===== config.mk =====
export PLATFORM = sky130hd
export DESIGN_NAME = lrfp_top
export DESIGN_NICKNAME = d
export VERILOG_FILES = /design/src/logic/lrfp_pkg.sv /design/src/logic/lrfp_recover_timer.sv /design/src/logic/lrfp_top.sv
export SDC_FILE = /design/constraint.sdc
export NUM_CORES = 1
export LEC_CHECK = 0
export ABC_CLOCK_PERIOD_IN_PS = 5370
export BUFFER_PORTS_ARGS = -buffer_cell sky130_fd_sc_hd__buf_2
export CORE_MARGIN = 3
export CORE_UTILIZATION = 58
export DETAILED_ROUTE_END_ITERATION = 10
export PLACE_DENSITY = 0.8
export SYNTH_ARGS = -nofsm -noshare
export SYNTH_HDL_FRONTEND = slang
export SYNTH_SLANG_ARGS = --single-unit
export TNS_END_PERCENT = 50

===== constraint.sdc =====
create_clock -name hclk -period 5.37 [get_ports hclk]
set_input_delay 0.537 -clock hclk [delete_from_list [all_inputs] [get_ports hclk]]
set_output_delay 0.537 -clock hclk [all_outputs]
set_load 0.005 [all_outputs]

===== src/logic/lrfp_pkg.sv =====
// Package: register map, field positions and constants for fault policy
package lrfp_pkg;
  // Byte addresses on the register bus
  localparam logic [7:0] LRFP_ADDR_CFG = 8'h00; // Policy config word
  localparam logic [7:0] LRFP_ADDR_SOURCES = 8'h04; // Recovery thresholds
  localparam logic [7:0] LRFP_ADDR_STATUS = 8'h08; // Sticky event bits
  localparam logic [7:0] LRFP_ADDR_MASK = 8'h0C; // Interrupt mask
  localparam logic [7:0] LRFP_ADDR_CMD = 8'h10; // Host clear commands
  localparam logic [7:0] LRFP_ADDR_STATE = 8'h14; // Live state
  localparam logic [7:0] LRFP_ADDR_SC_TIME = 8'h18; // Short recovery cycles
  localparam logic [7:0] LRFP_ADDR_OC_TIME = 8'h1C; // Overcurrent cycles
  localparam logic [7:0] LRFP_ADDR_FUSE_MIN = 8'h20; // Fuse minimum voltage
  // Configuration word
  localparam logic [15:0] LRFP_CFG_RESET = 16'h0002;
  localparam logic [15:0] LRFP_CFG_WMASK = 16'h07FF; // Bits 15..11 read zero
  localparam int LRFP_BIT_SC_REC = 10;
  localparam int LRFP_BIT_OC_REC = 9;
  localparam int LRFP_BIT_FET_BYPASS = 8;
  localparam int LRFP_BIT_PACK_SEL = 7;
  localparam int LRFP_BIT_PF_BLOW = 4;
  // Recovery threshold register: short low half, overcurrent high half
  localparam logic [31:0] LRFP_SOURCES_RESET = 32'h0000_0000;
  localparam logic [31:0] LRFP_TIME_RESET = 32'h0000_0064;
  localparam logic [15:0] LRFP_FUSE_MIN_RESET = 16'h0000;
  // Status and command bit positions
  localparam int LRFP_EV_SC_CLR = 0; // Short latch recovered
  localparam int LRFP_EV_OC_CLR = 1; // Overcurrent latch recovered
  localparam int LRFP_EV_FUSE = 2; // Fuse blow attempted
  localparam int LRFP_NEV = 3;
  localparam logic [31:0] LRFP_ZERO = 32'h0000_0000;
  // Bus encodings
  localparam logic [1:0] LRFP_HTRANS_NONSEQ = 2'h2;
  localparam logic [1:0] LRFP_HTRANS_SEQ = 2'h3;
endpackage


===== src/logic/lrfp_recover_timer.sv =====
// Sustained current qualifier for one latched fault
`timescale 1ns/10ps
module lrfp_recover_timer
  import lrfp_pkg::*;
(
  input wire logic hclk, // System clock
  input wire logic hresetn, // Async reset, active low
  input wire logic latched, // Fault currently latched
  input wire logic enable, // Current recovery allowed
  input wire logic signed [15:0] current, // Measured current
  input wire logic signed [15:0] threshold, // Recovery threshold
  input wire logic [31:0] hold_cycles, // Recovery time in cycles
  output logic expire // One-cycle recover pulse
);
  logic [31:0] count_ff; // Cycles spent above threshold
  logic [31:0] nxt_count;
  logic nxt_expire;
  logic expire_ff;
  logic above;

  // Qualify and count; any dip restarts from zero
  always_comb begin
    above = (current >= threshold);
    nxt_count = LRFP_ZERO;
    nxt_expire = 1'b0;
    if (latched && enable && above && !expire_ff) begin
      if (count_ff + 32'h0000_0001 >= hold_cycles) begin
        nxt_expire = 1'b1;
      end else begin
        nxt_count = count_ff + 32'h0000_0001;
      end
    end
  end

  // Register the counter and pulse
  always_ff @(posedge hclk or negedge hresetn) begin
    if (!hresetn) begin
      count_ff <= 32'h0000_0000;
      expire_ff <= 1'b0;
    end else begin
      count_ff <= nxt_count;
      expire_ff <= nxt_expire;
    end
  end

  assign expire = expire_ff;

  // Counter resets whenever current drops below threshold
  chk_dip_restarts: assert property (@(posedge hclk) disable iff (!hresetn)
    !above |=> count_ff == 32'h0000_0000)
    else $error("recovery count not restarted after dip");
endmodule


===== src/logic/lrfp_top.sv =====
// Latched-fault recovery and fuse-blow policy with AHB-Lite registers
//
// The AHB-Lite register port and the address map are this design's own decisions.
`timescale 1ns/10ps
// Notes on behaviour
// - 16-bit config, reset 0x0002, top five zero
// - short latch clears by load, host, current
// - bit 10 enables sustained-current short recovery
// - overcurrent latch clears by load, host, current
// - bit 9 enables sustained-current overcurrent recovery
// - fuse blow needs voltage above minimum
// - bit 8 bypasses voltage on switch failure
// - without bit 8 switch failure needs voltage
// - bit 7 picks pack or stack voltage
// - bit 4 enables fuse blow on failure
module lrfp_top
  import lrfp_pkg::*;
(
  input wire logic hclk, // System clock
  input wire logic hresetn, // Async reset, active low
  input wire logic hsel, // Slave select
  input wire logic [31:0] haddr, // Byte address
  input wire logic [1:0] htrans, // Transfer type
  input wire logic hwrite, // Write when high
  input wire logic [2:0] hsize, // Transfer size
  input wire logic hready, // Bus ready in
  input wire logic [31:0] hwdata, // Write data
  output logic [31:0] hrdata, // Read data
  output logic hreadyout, // Always ready
  output logic hresp, // Always OKAY
  input wire logic short_circuit_discharge, // Short fault trip pulse
  input wire logic overcurrent_discharge, // Overcurrent trip pulse
  input wire logic load_sense_pin, // High when load removed
  input wire logic signed [15:0] current, // Current, same clock
  input wire logic signed [15:0] stack_voltage, // Top of stack voltage
  input wire logic signed [15:0] pack_voltage, // Pack pin voltage
  input wire logic permanent_failure, // Any permanent failure
  input wire logic charge_switch_failure, // Charge switch failed
  input wire logic discharge_switch_failure, // Discharge switch failed
  output logic short_circuit_latched_fault, // Short latch state
  output logic discharge_overcurrent_latched_fault, // OC latch state
  output logic fuse_blow, // Fuse blow request level
  output logic irq // Level interrupt
);
  // Registers
  logic [15:0] cfg_ff; // Policy configuration
  logic [31:0] thr_ff; // Recovery thresholds
  logic [31:0] sc_time_ff; // Short recovery time
  logic [31:0] oc_time_ff; // OC recovery time
  logic [15:0] fuse_min_ff; // Minimum fuse voltage
  logic [LRFP_NEV-1:0] stat_ff; // Sticky events
  logic [LRFP_NEV-1:0] mask_ff; // Interrupt enables
  logic [15:0] nxt_cfg;
  logic [31:0] nxt_thr;
  logic [31:0] nxt_sc_time;
  logic [31:0] nxt_oc_time;
  logic [15:0] nxt_fuse_min;
  logic [LRFP_NEV-1:0] nxt_stat;
  logic [LRFP_NEV-1:0] nxt_mask;
  logic [LRFP_NEV-1:0] w1c_stat; // Status after host write-one clear
  // Bus data phase capture
  logic wr_pend_ff; // Write data phase pending
  logic [7:0] wr_addr_ff; // Captured write address
  logic [31:0] rdata_ff;
  logic nxt_wr_pend;
  logic [7:0] nxt_wr_addr;
  logic [31:0] nxt_rdata;
  // Policy state
  logic sc_lat_ff;
  logic oc_lat_ff;
  logic fuse_ff;
  logic irq_ff;
  logic nxt_sc_lat;
  logic nxt_oc_lat;
  logic nxt_fuse;
  logic nxt_irq;
  // Load sense synchroniser, three stages
  logic [2:0] ld_sync_ff;
  logic [2:0] nxt_ld_sync;
  logic ld_removed_ff; // Filtered load-removed level
  logic nxt_ld_removed;
  // Internal
  logic sc_cur_rec;
  logic oc_cur_rec;
  logic cmd_sc;
  logic cmd_oc;
  logic volt_ok;
  logic blow_req;
  logic signed [15:0] sel_volt;
  logic acc;

  // Decode a valid transfer address phase
  function automatic logic lrfp_take(input logic s, input logic [1:0] t,
                                     input logic r);
    lrfp_take = s && r && (t == LRFP_HTRANS_NONSEQ || t == LRFP_HTRANS_SEQ);
  endfunction

  // Short latch current qualifier
  lrfp_recover_timer u_sc_timer (
    .hclk(hclk),
    .hresetn(hresetn),
    .latched(sc_lat_ff),
    .enable(cfg_ff[LRFP_BIT_SC_REC]),
    .current(current),
    .threshold(thr_ff[15:0]),
    .hold_cycles(sc_time_ff),
    .expire(sc_cur_rec)
  );

  // Overcurrent latch current qualifier
  lrfp_recover_timer u_oc_timer (
    .hclk(hclk),
    .hresetn(hresetn),
    .latched(oc_lat_ff),
    .enable(cfg_ff[LRFP_BIT_OC_REC]),
    .current(current),
    .threshold(thr_ff[31:16]),
    .hold_cycles(oc_time_ff),
    .expire(oc_cur_rec)
  );

  // Bus and register next state; zero-wait slave
  always_comb begin
    acc = lrfp_take(hsel, htrans, hready);
    nxt_wr_pend = acc && hwrite;
    nxt_wr_addr = haddr[7:0];
    nxt_rdata = LRFP_ZERO;
    nxt_cfg = cfg_ff;
    nxt_thr = thr_ff;
    nxt_sc_time = sc_time_ff;
    nxt_oc_time = oc_time_ff;
    nxt_fuse_min = fuse_min_ff;
    nxt_mask = mask_ff;
    cmd_sc = 1'b0;
    cmd_oc = 1'b0;
    w1c_stat = stat_ff;
    if (acc && !hwrite) begin
      // Read data for the next data phase; unmapped reads as zero
      case (haddr[7:0])
        LRFP_ADDR_CFG: nxt_rdata = {16'h0000, cfg_ff};
        LRFP_ADDR_SOURCES: nxt_rdata = thr_ff;
        LRFP_ADDR_STATUS: nxt_rdata = {29'h0000_0000, stat_ff};
        LRFP_ADDR_MASK: nxt_rdata = {29'h0000_0000, mask_ff};
        LRFP_ADDR_STATE: nxt_rdata = {29'h0000_0000, fuse_ff,
                                      oc_lat_ff, sc_lat_ff};
        LRFP_ADDR_SC_TIME: nxt_rdata = sc_time_ff;
        LRFP_ADDR_OC_TIME: nxt_rdata = oc_time_ff;
        LRFP_ADDR_FUSE_MIN: nxt_rdata = {16'h0000, fuse_min_ff};
        default: nxt_rdata = LRFP_ZERO;
      endcase
    end
    if (wr_pend_ff) begin
      // Writes land in the data phase
      case (wr_addr_ff)
        LRFP_ADDR_CFG: nxt_cfg = hwdata[15:0] & LRFP_CFG_WMASK;
        LRFP_ADDR_SOURCES: nxt_thr = hwdata;
        LRFP_ADDR_STATUS: w1c_stat = stat_ff & ~hwdata[LRFP_NEV-1:0];
        LRFP_ADDR_MASK: nxt_mask = hwdata[LRFP_NEV-1:0];
        LRFP_ADDR_CMD: begin
          cmd_sc = hwdata[LRFP_EV_SC_CLR];
          cmd_oc = hwdata[LRFP_EV_OC_CLR];
        end
        LRFP_ADDR_SC_TIME: nxt_sc_time = hwdata;
        LRFP_ADDR_OC_TIME: nxt_oc_time = hwdata;
        LRFP_ADDR_FUSE_MIN: nxt_fuse_min = hwdata[15:0];
        default: nxt_cfg = cfg_ff;
      endcase
    end
  end

  // Load sense sampled through three flops; change when last two agree
  always_comb begin
    nxt_ld_sync = {ld_sync_ff[1:0], load_sense_pin};
    nxt_ld_removed = ld_removed_ff;
    if (ld_sync_ff[1] == ld_sync_ff[2]) begin
      nxt_ld_removed = ld_sync_ff[2];
    end
  end

  // Fault latches, fuse policy and event bits
  always_comb begin
    // Start from the cleared view; events below set on top of it
    nxt_stat = w1c_stat;
    nxt_sc_lat = sc_lat_ff;
    nxt_oc_lat = oc_lat_ff;
    // Any of three routes clears the latch
    if (ld_removed_ff || cmd_sc || sc_cur_rec) begin
      nxt_sc_lat = 1'b0;
    end
    if (ld_removed_ff || cmd_oc || oc_cur_rec) begin
      nxt_oc_lat = 1'b0;
    end
    // A new trip beats a simultaneous recovery
    if (short_circuit_discharge) begin
      nxt_sc_lat = 1'b1;
    end
    if (overcurrent_discharge) begin
      nxt_oc_lat = 1'b1;
    end
    // Pack or stack voltage against the minimum
    sel_volt = cfg_ff[LRFP_BIT_PACK_SEL] ? pack_voltage
                                         : stack_voltage;
    volt_ok = sel_volt > $signed(fuse_min_ff);
    // Switch failure may bypass the voltage check
    blow_req = permanent_failure && cfg_ff[LRFP_BIT_PF_BLOW] &&
               (volt_ok || (cfg_ff[LRFP_BIT_FET_BYPASS] &&
                (charge_switch_failure || discharge_switch_failure)));
    nxt_fuse = blow_req;
    // Sticky events; set beats a write-one clear in the same cycle
    if (sc_lat_ff && !nxt_sc_lat) begin
      nxt_stat[LRFP_EV_SC_CLR] = 1'b1;
    end
    if (oc_lat_ff && !nxt_oc_lat) begin
      nxt_stat[LRFP_EV_OC_CLR] = 1'b1;
    end
    if (blow_req && !fuse_ff) begin
      nxt_stat[LRFP_EV_FUSE] = 1'b1;
    end
    nxt_irq = |(nxt_stat & nxt_mask);
  end

  // Register all state
  always_ff @(posedge hclk or negedge hresetn) begin
    if (!hresetn) begin
      cfg_ff <= LRFP_CFG_RESET;
      thr_ff <= LRFP_SOURCES_RESET;
      sc_time_ff <= LRFP_TIME_RESET;
      oc_time_ff <= LRFP_TIME_RESET;
      fuse_min_ff <= LRFP_FUSE_MIN_RESET;
      stat_ff <= '0;
      mask_ff <= '0;
      wr_pend_ff <= 1'b0;
      wr_addr_ff <= 8'h00;
      rdata_ff <= 32'h0000_0000;
      sc_lat_ff <= 1'b0;
      oc_lat_ff <= 1'b0;
      fuse_ff <= 1'b0;
      irq_ff <= 1'b0;
      ld_sync_ff <= 3'h0;
      ld_removed_ff <= 1'b0;
    end else begin
      cfg_ff <= nxt_cfg;
      thr_ff <= nxt_thr;
      sc_time_ff <= nxt_sc_time;
      oc_time_ff <= nxt_oc_time;
      fuse_min_ff <= nxt_fuse_min;
      stat_ff <= nxt_stat;
      mask_ff <= nxt_mask;
      wr_pend_ff <= nxt_wr_pend;
      wr_addr_ff <= nxt_wr_addr;
      rdata_ff <= nxt_rdata;
      sc_lat_ff <= nxt_sc_lat;
      oc_lat_ff <= nxt_oc_lat;
      fuse_ff <= nxt_fuse;
      irq_ff <= nxt_irq;
      ld_sync_ff <= nxt_ld_sync;
      ld_removed_ff <= nxt_ld_removed;
    end
  end

  // Outputs straight from flops; ready and OKAY are constant
  assign hrdata = rdata_ff;
  assign hreadyout = 1'b1;
  assign hresp = 1'b0;
  assign short_circuit_latched_fault = sc_lat_ff;
  assign discharge_overcurrent_latched_fault = oc_lat_ff;
  assign fuse_blow = fuse_ff;
  assign irq = irq_ff;

  // Reserved config bits never read back set
  chk_cfg_reserved: assert property (@(posedge hclk) disable iff (!hresetn)
    cfg_ff[15:11] == 5'h00)
    else $error("reserved config bits set");
  // Without bit 10, short latch survives when no other route acts
  chk_sc_no_cur: assert property (@(posedge hclk) disable iff (!hresetn)
    sc_lat_ff && !cfg_ff[LRFP_BIT_SC_REC] && !ld_removed_ff && !cmd_sc
    |=> sc_lat_ff)
    else $error("short latch cleared by current while disabled");
  chk_oc_no_cur: assert property (@(posedge hclk) disable iff (!hresetn)
    oc_lat_ff && !cfg_ff[LRFP_BIT_OC_REC] && !ld_removed_ff && !cmd_oc
    |=> oc_lat_ff)
    else $error("overcurrent latch cleared by current while disabled");
  // Host command clears the short latch, load removal the overcurrent latch, next cycle
  chk_sc_cmd: assert property (@(posedge hclk) disable iff (!hresetn)
    cmd_sc && !short_circuit_discharge |=> !sc_lat_ff)
    else $error("host command did not clear short latch");
  chk_oc_load: assert property (@(posedge hclk) disable iff (!hresetn)
    ld_removed_ff && !overcurrent_discharge |=> !oc_lat_ff)
    else $error("load removal did not clear overcurrent latch");
  // No blow while disabled
  chk_fuse_off: assert property (@(posedge hclk) disable iff (!hresetn)
    !cfg_ff[LRFP_BIT_PF_BLOW] |=> !fuse_ff)
    else $error("fuse blow while disabled");
  // Low voltage without bypass blocks the blow
  chk_fuse_volt: assert property (@(posedge hclk) disable iff (!hresetn)
    !volt_ok && !cfg_ff[LRFP_BIT_FET_BYPASS] |=> !fuse_ff)
    else $error("fuse blow below minimum voltage");
  chk_fuse_bypass: assert property (@(posedge hclk) disable iff (!hresetn)
    permanent_failure && cfg_ff[LRFP_BIT_PF_BLOW] &&
    cfg_ff[LRFP_BIT_FET_BYPASS] && charge_switch_failure |=> fuse_ff)
    else $error("switch failure bypass did not blow fuse");
  chk_volt_sel: assert property (@(posedge hclk) disable iff (!hresetn)
    cfg_ff[LRFP_BIT_PACK_SEL] |-> sel_volt == pack_voltage)
    else $error("wrong voltage source for fuse check");
endmodule


==> results.cfg <==
[worst_setup_path]
setup.worst_path.class = reg2reg
start_kind = register
ff2ff_path_depth = 13
path_max_fanout = 33
path_cells = ha_1 > nand2_1 > nor3_2 > nand4_1 > xnor2_1 > ha_1 > a21o_1 > a21oi_1 > o211ai_1 > nor3_1 > o211ai_1 > buf_4 > nor3b_1
ff2ff_setup_slack_ns = 1.53
critPathSlowestCell = nor3_2
r2r_end = u_oc_timer.count_ff[2]
slowest_delay_ns = 0.59
cp.required_ns = 5.80
worstSetupEndpointType = register
arrival_ns = 4.28
r2r-start = u_oc_timer.count_ff[0]

[global_routing]
grtUsageTotal_pct = 27.6
grt_pass1_vias = 10300
grt_antenna_before_repair = 0
grt_first_pass_wirelength_mm = 54.2
grt_max_degree = 125
overflow = 0

[cells_and_area]
n_antenna_cell = 0
stdcell_count = 1730
final_area_sq_um = 15300
syn_to_final_growth_pct = 13.9
drive_above_1_share_pct = 20.9
nets = 1667
post-route-util_pct = 67.5

[floorplan]
start_util_pct = 59.2
die-area_sq_um = 25100
core_area_sq_um = 22700
die_y_um = 158
die_x_um = 158
row_count = 55
io_pins = 166

[placement]
dp_slack_ns = 1.65
routabilityCongestion = 0.912
port_buffers = 135
place_area_sq_um = 14400
dp_hpwl_mm = 25.3
dpl.cell_count = 1682

[clocking]
clk_pin_slew_worst_paths_ns = 0.06
h-tree-depth = 1
cts_tree = built
cts_setup_buffers = 0
worstSkewPairLatency_ns = 0.54
numCtsBuffers = 26
cts_hold_buf = 0
cts.sinks = 244
cts_resized = 0
clock_path_buffers = 3
clockRootBuffer = clkbuf_16

[logic_synthesis]
synth.avg_cell_area_sq_um = 10.3
yosysUniqueCellTypes = 69
netlist_instances = 1304
synthArstFlopShare_pct = 100
syn_area_sq_um = 13500
synthFlopType = dfrtp_1
ys_seq_area_share_pct = 45.5
ys_warn_count = 0
synth_edf_count = 0
ys_seq_elements = 244
synth_nets = 1546

[timing]
timing.fmax_mhz = 260
worstMarginPinSlew_ns = 1.10
worst_clock_skew_ns = 0.00972
rsz0062_at_grt = false
hold_ws_ns = 0.109
final_max_slew_viol_count = 0
hold_violations = 0
finalCritPeriodShare_pct = 71.6
layout_min_cycle_time_ns = 3.84
worst_slack_ns = 1.53
slew-limit-headroom_pct = 26.1
finalSetupTns_ns = 0
setup_viol = 0

[route]
wire_per_inst_um = 20.1
postRouteAntennaNets = 0
drtPass1Iterations = 7
viasPerCell = 6.09
routed_wl_mm = 34.7
drtIter0Drc = 952
vias = 10500
drc = 0

[flow_run]
maxCapViolations = 0

[pwr]
power.total_mw = 4.03
power_density_nw_per_um2 = 263
peakVddDrop_mv = 0.219
p_leak_nw = 7.60

[min_path]
hp-class = in2async

[run_status]
status = complete, no violations
critical path, delay by kind of cell (launching register included):
family	cells	cell delay, ns
DFF	1	0.44
and+or+nand+nor	5	1.48
adders and majority gates	2	0.58
xor gates and xnor gates	1	0.27
AOI/OAI and AO/OA	4	0.68
buffers and inverters	1	0.27
Yosys cell counts (all sizes together), types with 10 or more instances:
cell	number	area, sq um
dfrtp	237	5930
inv	127	477
nand2	118	445
ha	114	1430
mux2	79	890
o21ai	76	380
nor3b	63	493
nor2	47	176
xnor2	42	368
clkbuf	38	143
nand3	37	185
a21oi	36	180
nand4	31	200
nor3	23	146
a21o	19	143
xor2	19	166
a222oi	17	170
a22oi	16	120
buf	15	76.3
a31oi	14	87.6
a221oi	12	105
and3	11	68.8
a211oi	10	75.1
nor2b	10	62.6
routing by layer:
layer,part of all wire (%),vias to the layer above,GRT usage (%),wire [um]
li1,-,4898,-,-
met1,42,5104,39.1,14700
met2,46,444,43.8,16100
met3,7.8,84,4.32,2700
met4,3.4,0,9.26,1190
met5,0,-,0,0
cell usage in the layout (no fill, tap or decap), drive strengths merged, types with 31 or more instances in the layout:
cell,synthesis,routed
ha,114,114
nor2,47,47
clkbuf,38,37
nand3,37,37
inv,127,127
mux2,79,79
nor3b,63,63
buf,15,146
o21ai,76,76
nand2,118,118
nand4,31,31
dfrtp,237,237
a21oi,36,36
xnor2,42,42
power breakdown:
| group | switching (mW) | internal [mW] | total, mW |
|---|---|---|---|
| registers | 0.0304 | 1.87 | 1.90 |
| clock network | 0.738 | 1.14 | 1.88 |
| logic | 0.148 | 0.0943 | 0.242 |
| total | 0.916 | 3.11 | 4.03 |
worst max path at each step:
stage / cells past startpoint / startpoint / slack (ns) / endpoint
after floorplan: 13 / u_sc_timer.count_ff[8] / 2.19 / u_sc_timer.count_ff[21]
after CTS: 13 / u_oc_timer.count_ff[0] / 1.55 / u_oc_timer.count_ff[2]
after detailed placement: 13 / u_oc_timer.count_ff[0] / 1.65 / u_oc_timer.count_ff[25]
after global placement: 13 / u_oc_timer.count_ff[0] / 1.71 / u_oc_timer.expire
final: 13 / u_oc_timer.count_ff[0] / 1.53 / u_oc_timer.count_ff[2]
after global routing: 13 / u_oc_timer.count_ff[0] / 1.29 / u_oc_timer.count_ff[5]
sequential cells by signal, summed over array words and instances (netlist names), 11 cells and up:
signal / cells
u_sc_timer.count_ff: 32
thr_ff: 32
fuse_min_ff: 16
u_oc_timer.count_ff: 32
hrdata: 32
sc_time_ff: 32
oc_time_ff: 32
cfg_ff: 11
cells by family after synthesis:
logic type               share of synthesized area [%]
adder cells (fa/ha/maj)                           10.7
other                                           0.0558
multiplexers                                      6.98
AND/OR/NAND/NOR                                   15.9
flip-flops                                        45.5
XOR/XNOR                                          3.97
buffers and inverters                             5.17
AO/OA/AOI/OAI                                     11.8
cell type report:
type                            count  area (sq um)
Fill cell                        1700          7390
Multi-Input combinational cell    880          6690
Sequential cell                   244          6110
Timing Repair Buffer              146           781
Clock buffer                       37           773
Inverter                          127           477
Tap cell                          285           357
Clock inverter                     11           134
No activity file was read; power rests on OpenSTA's default activity.
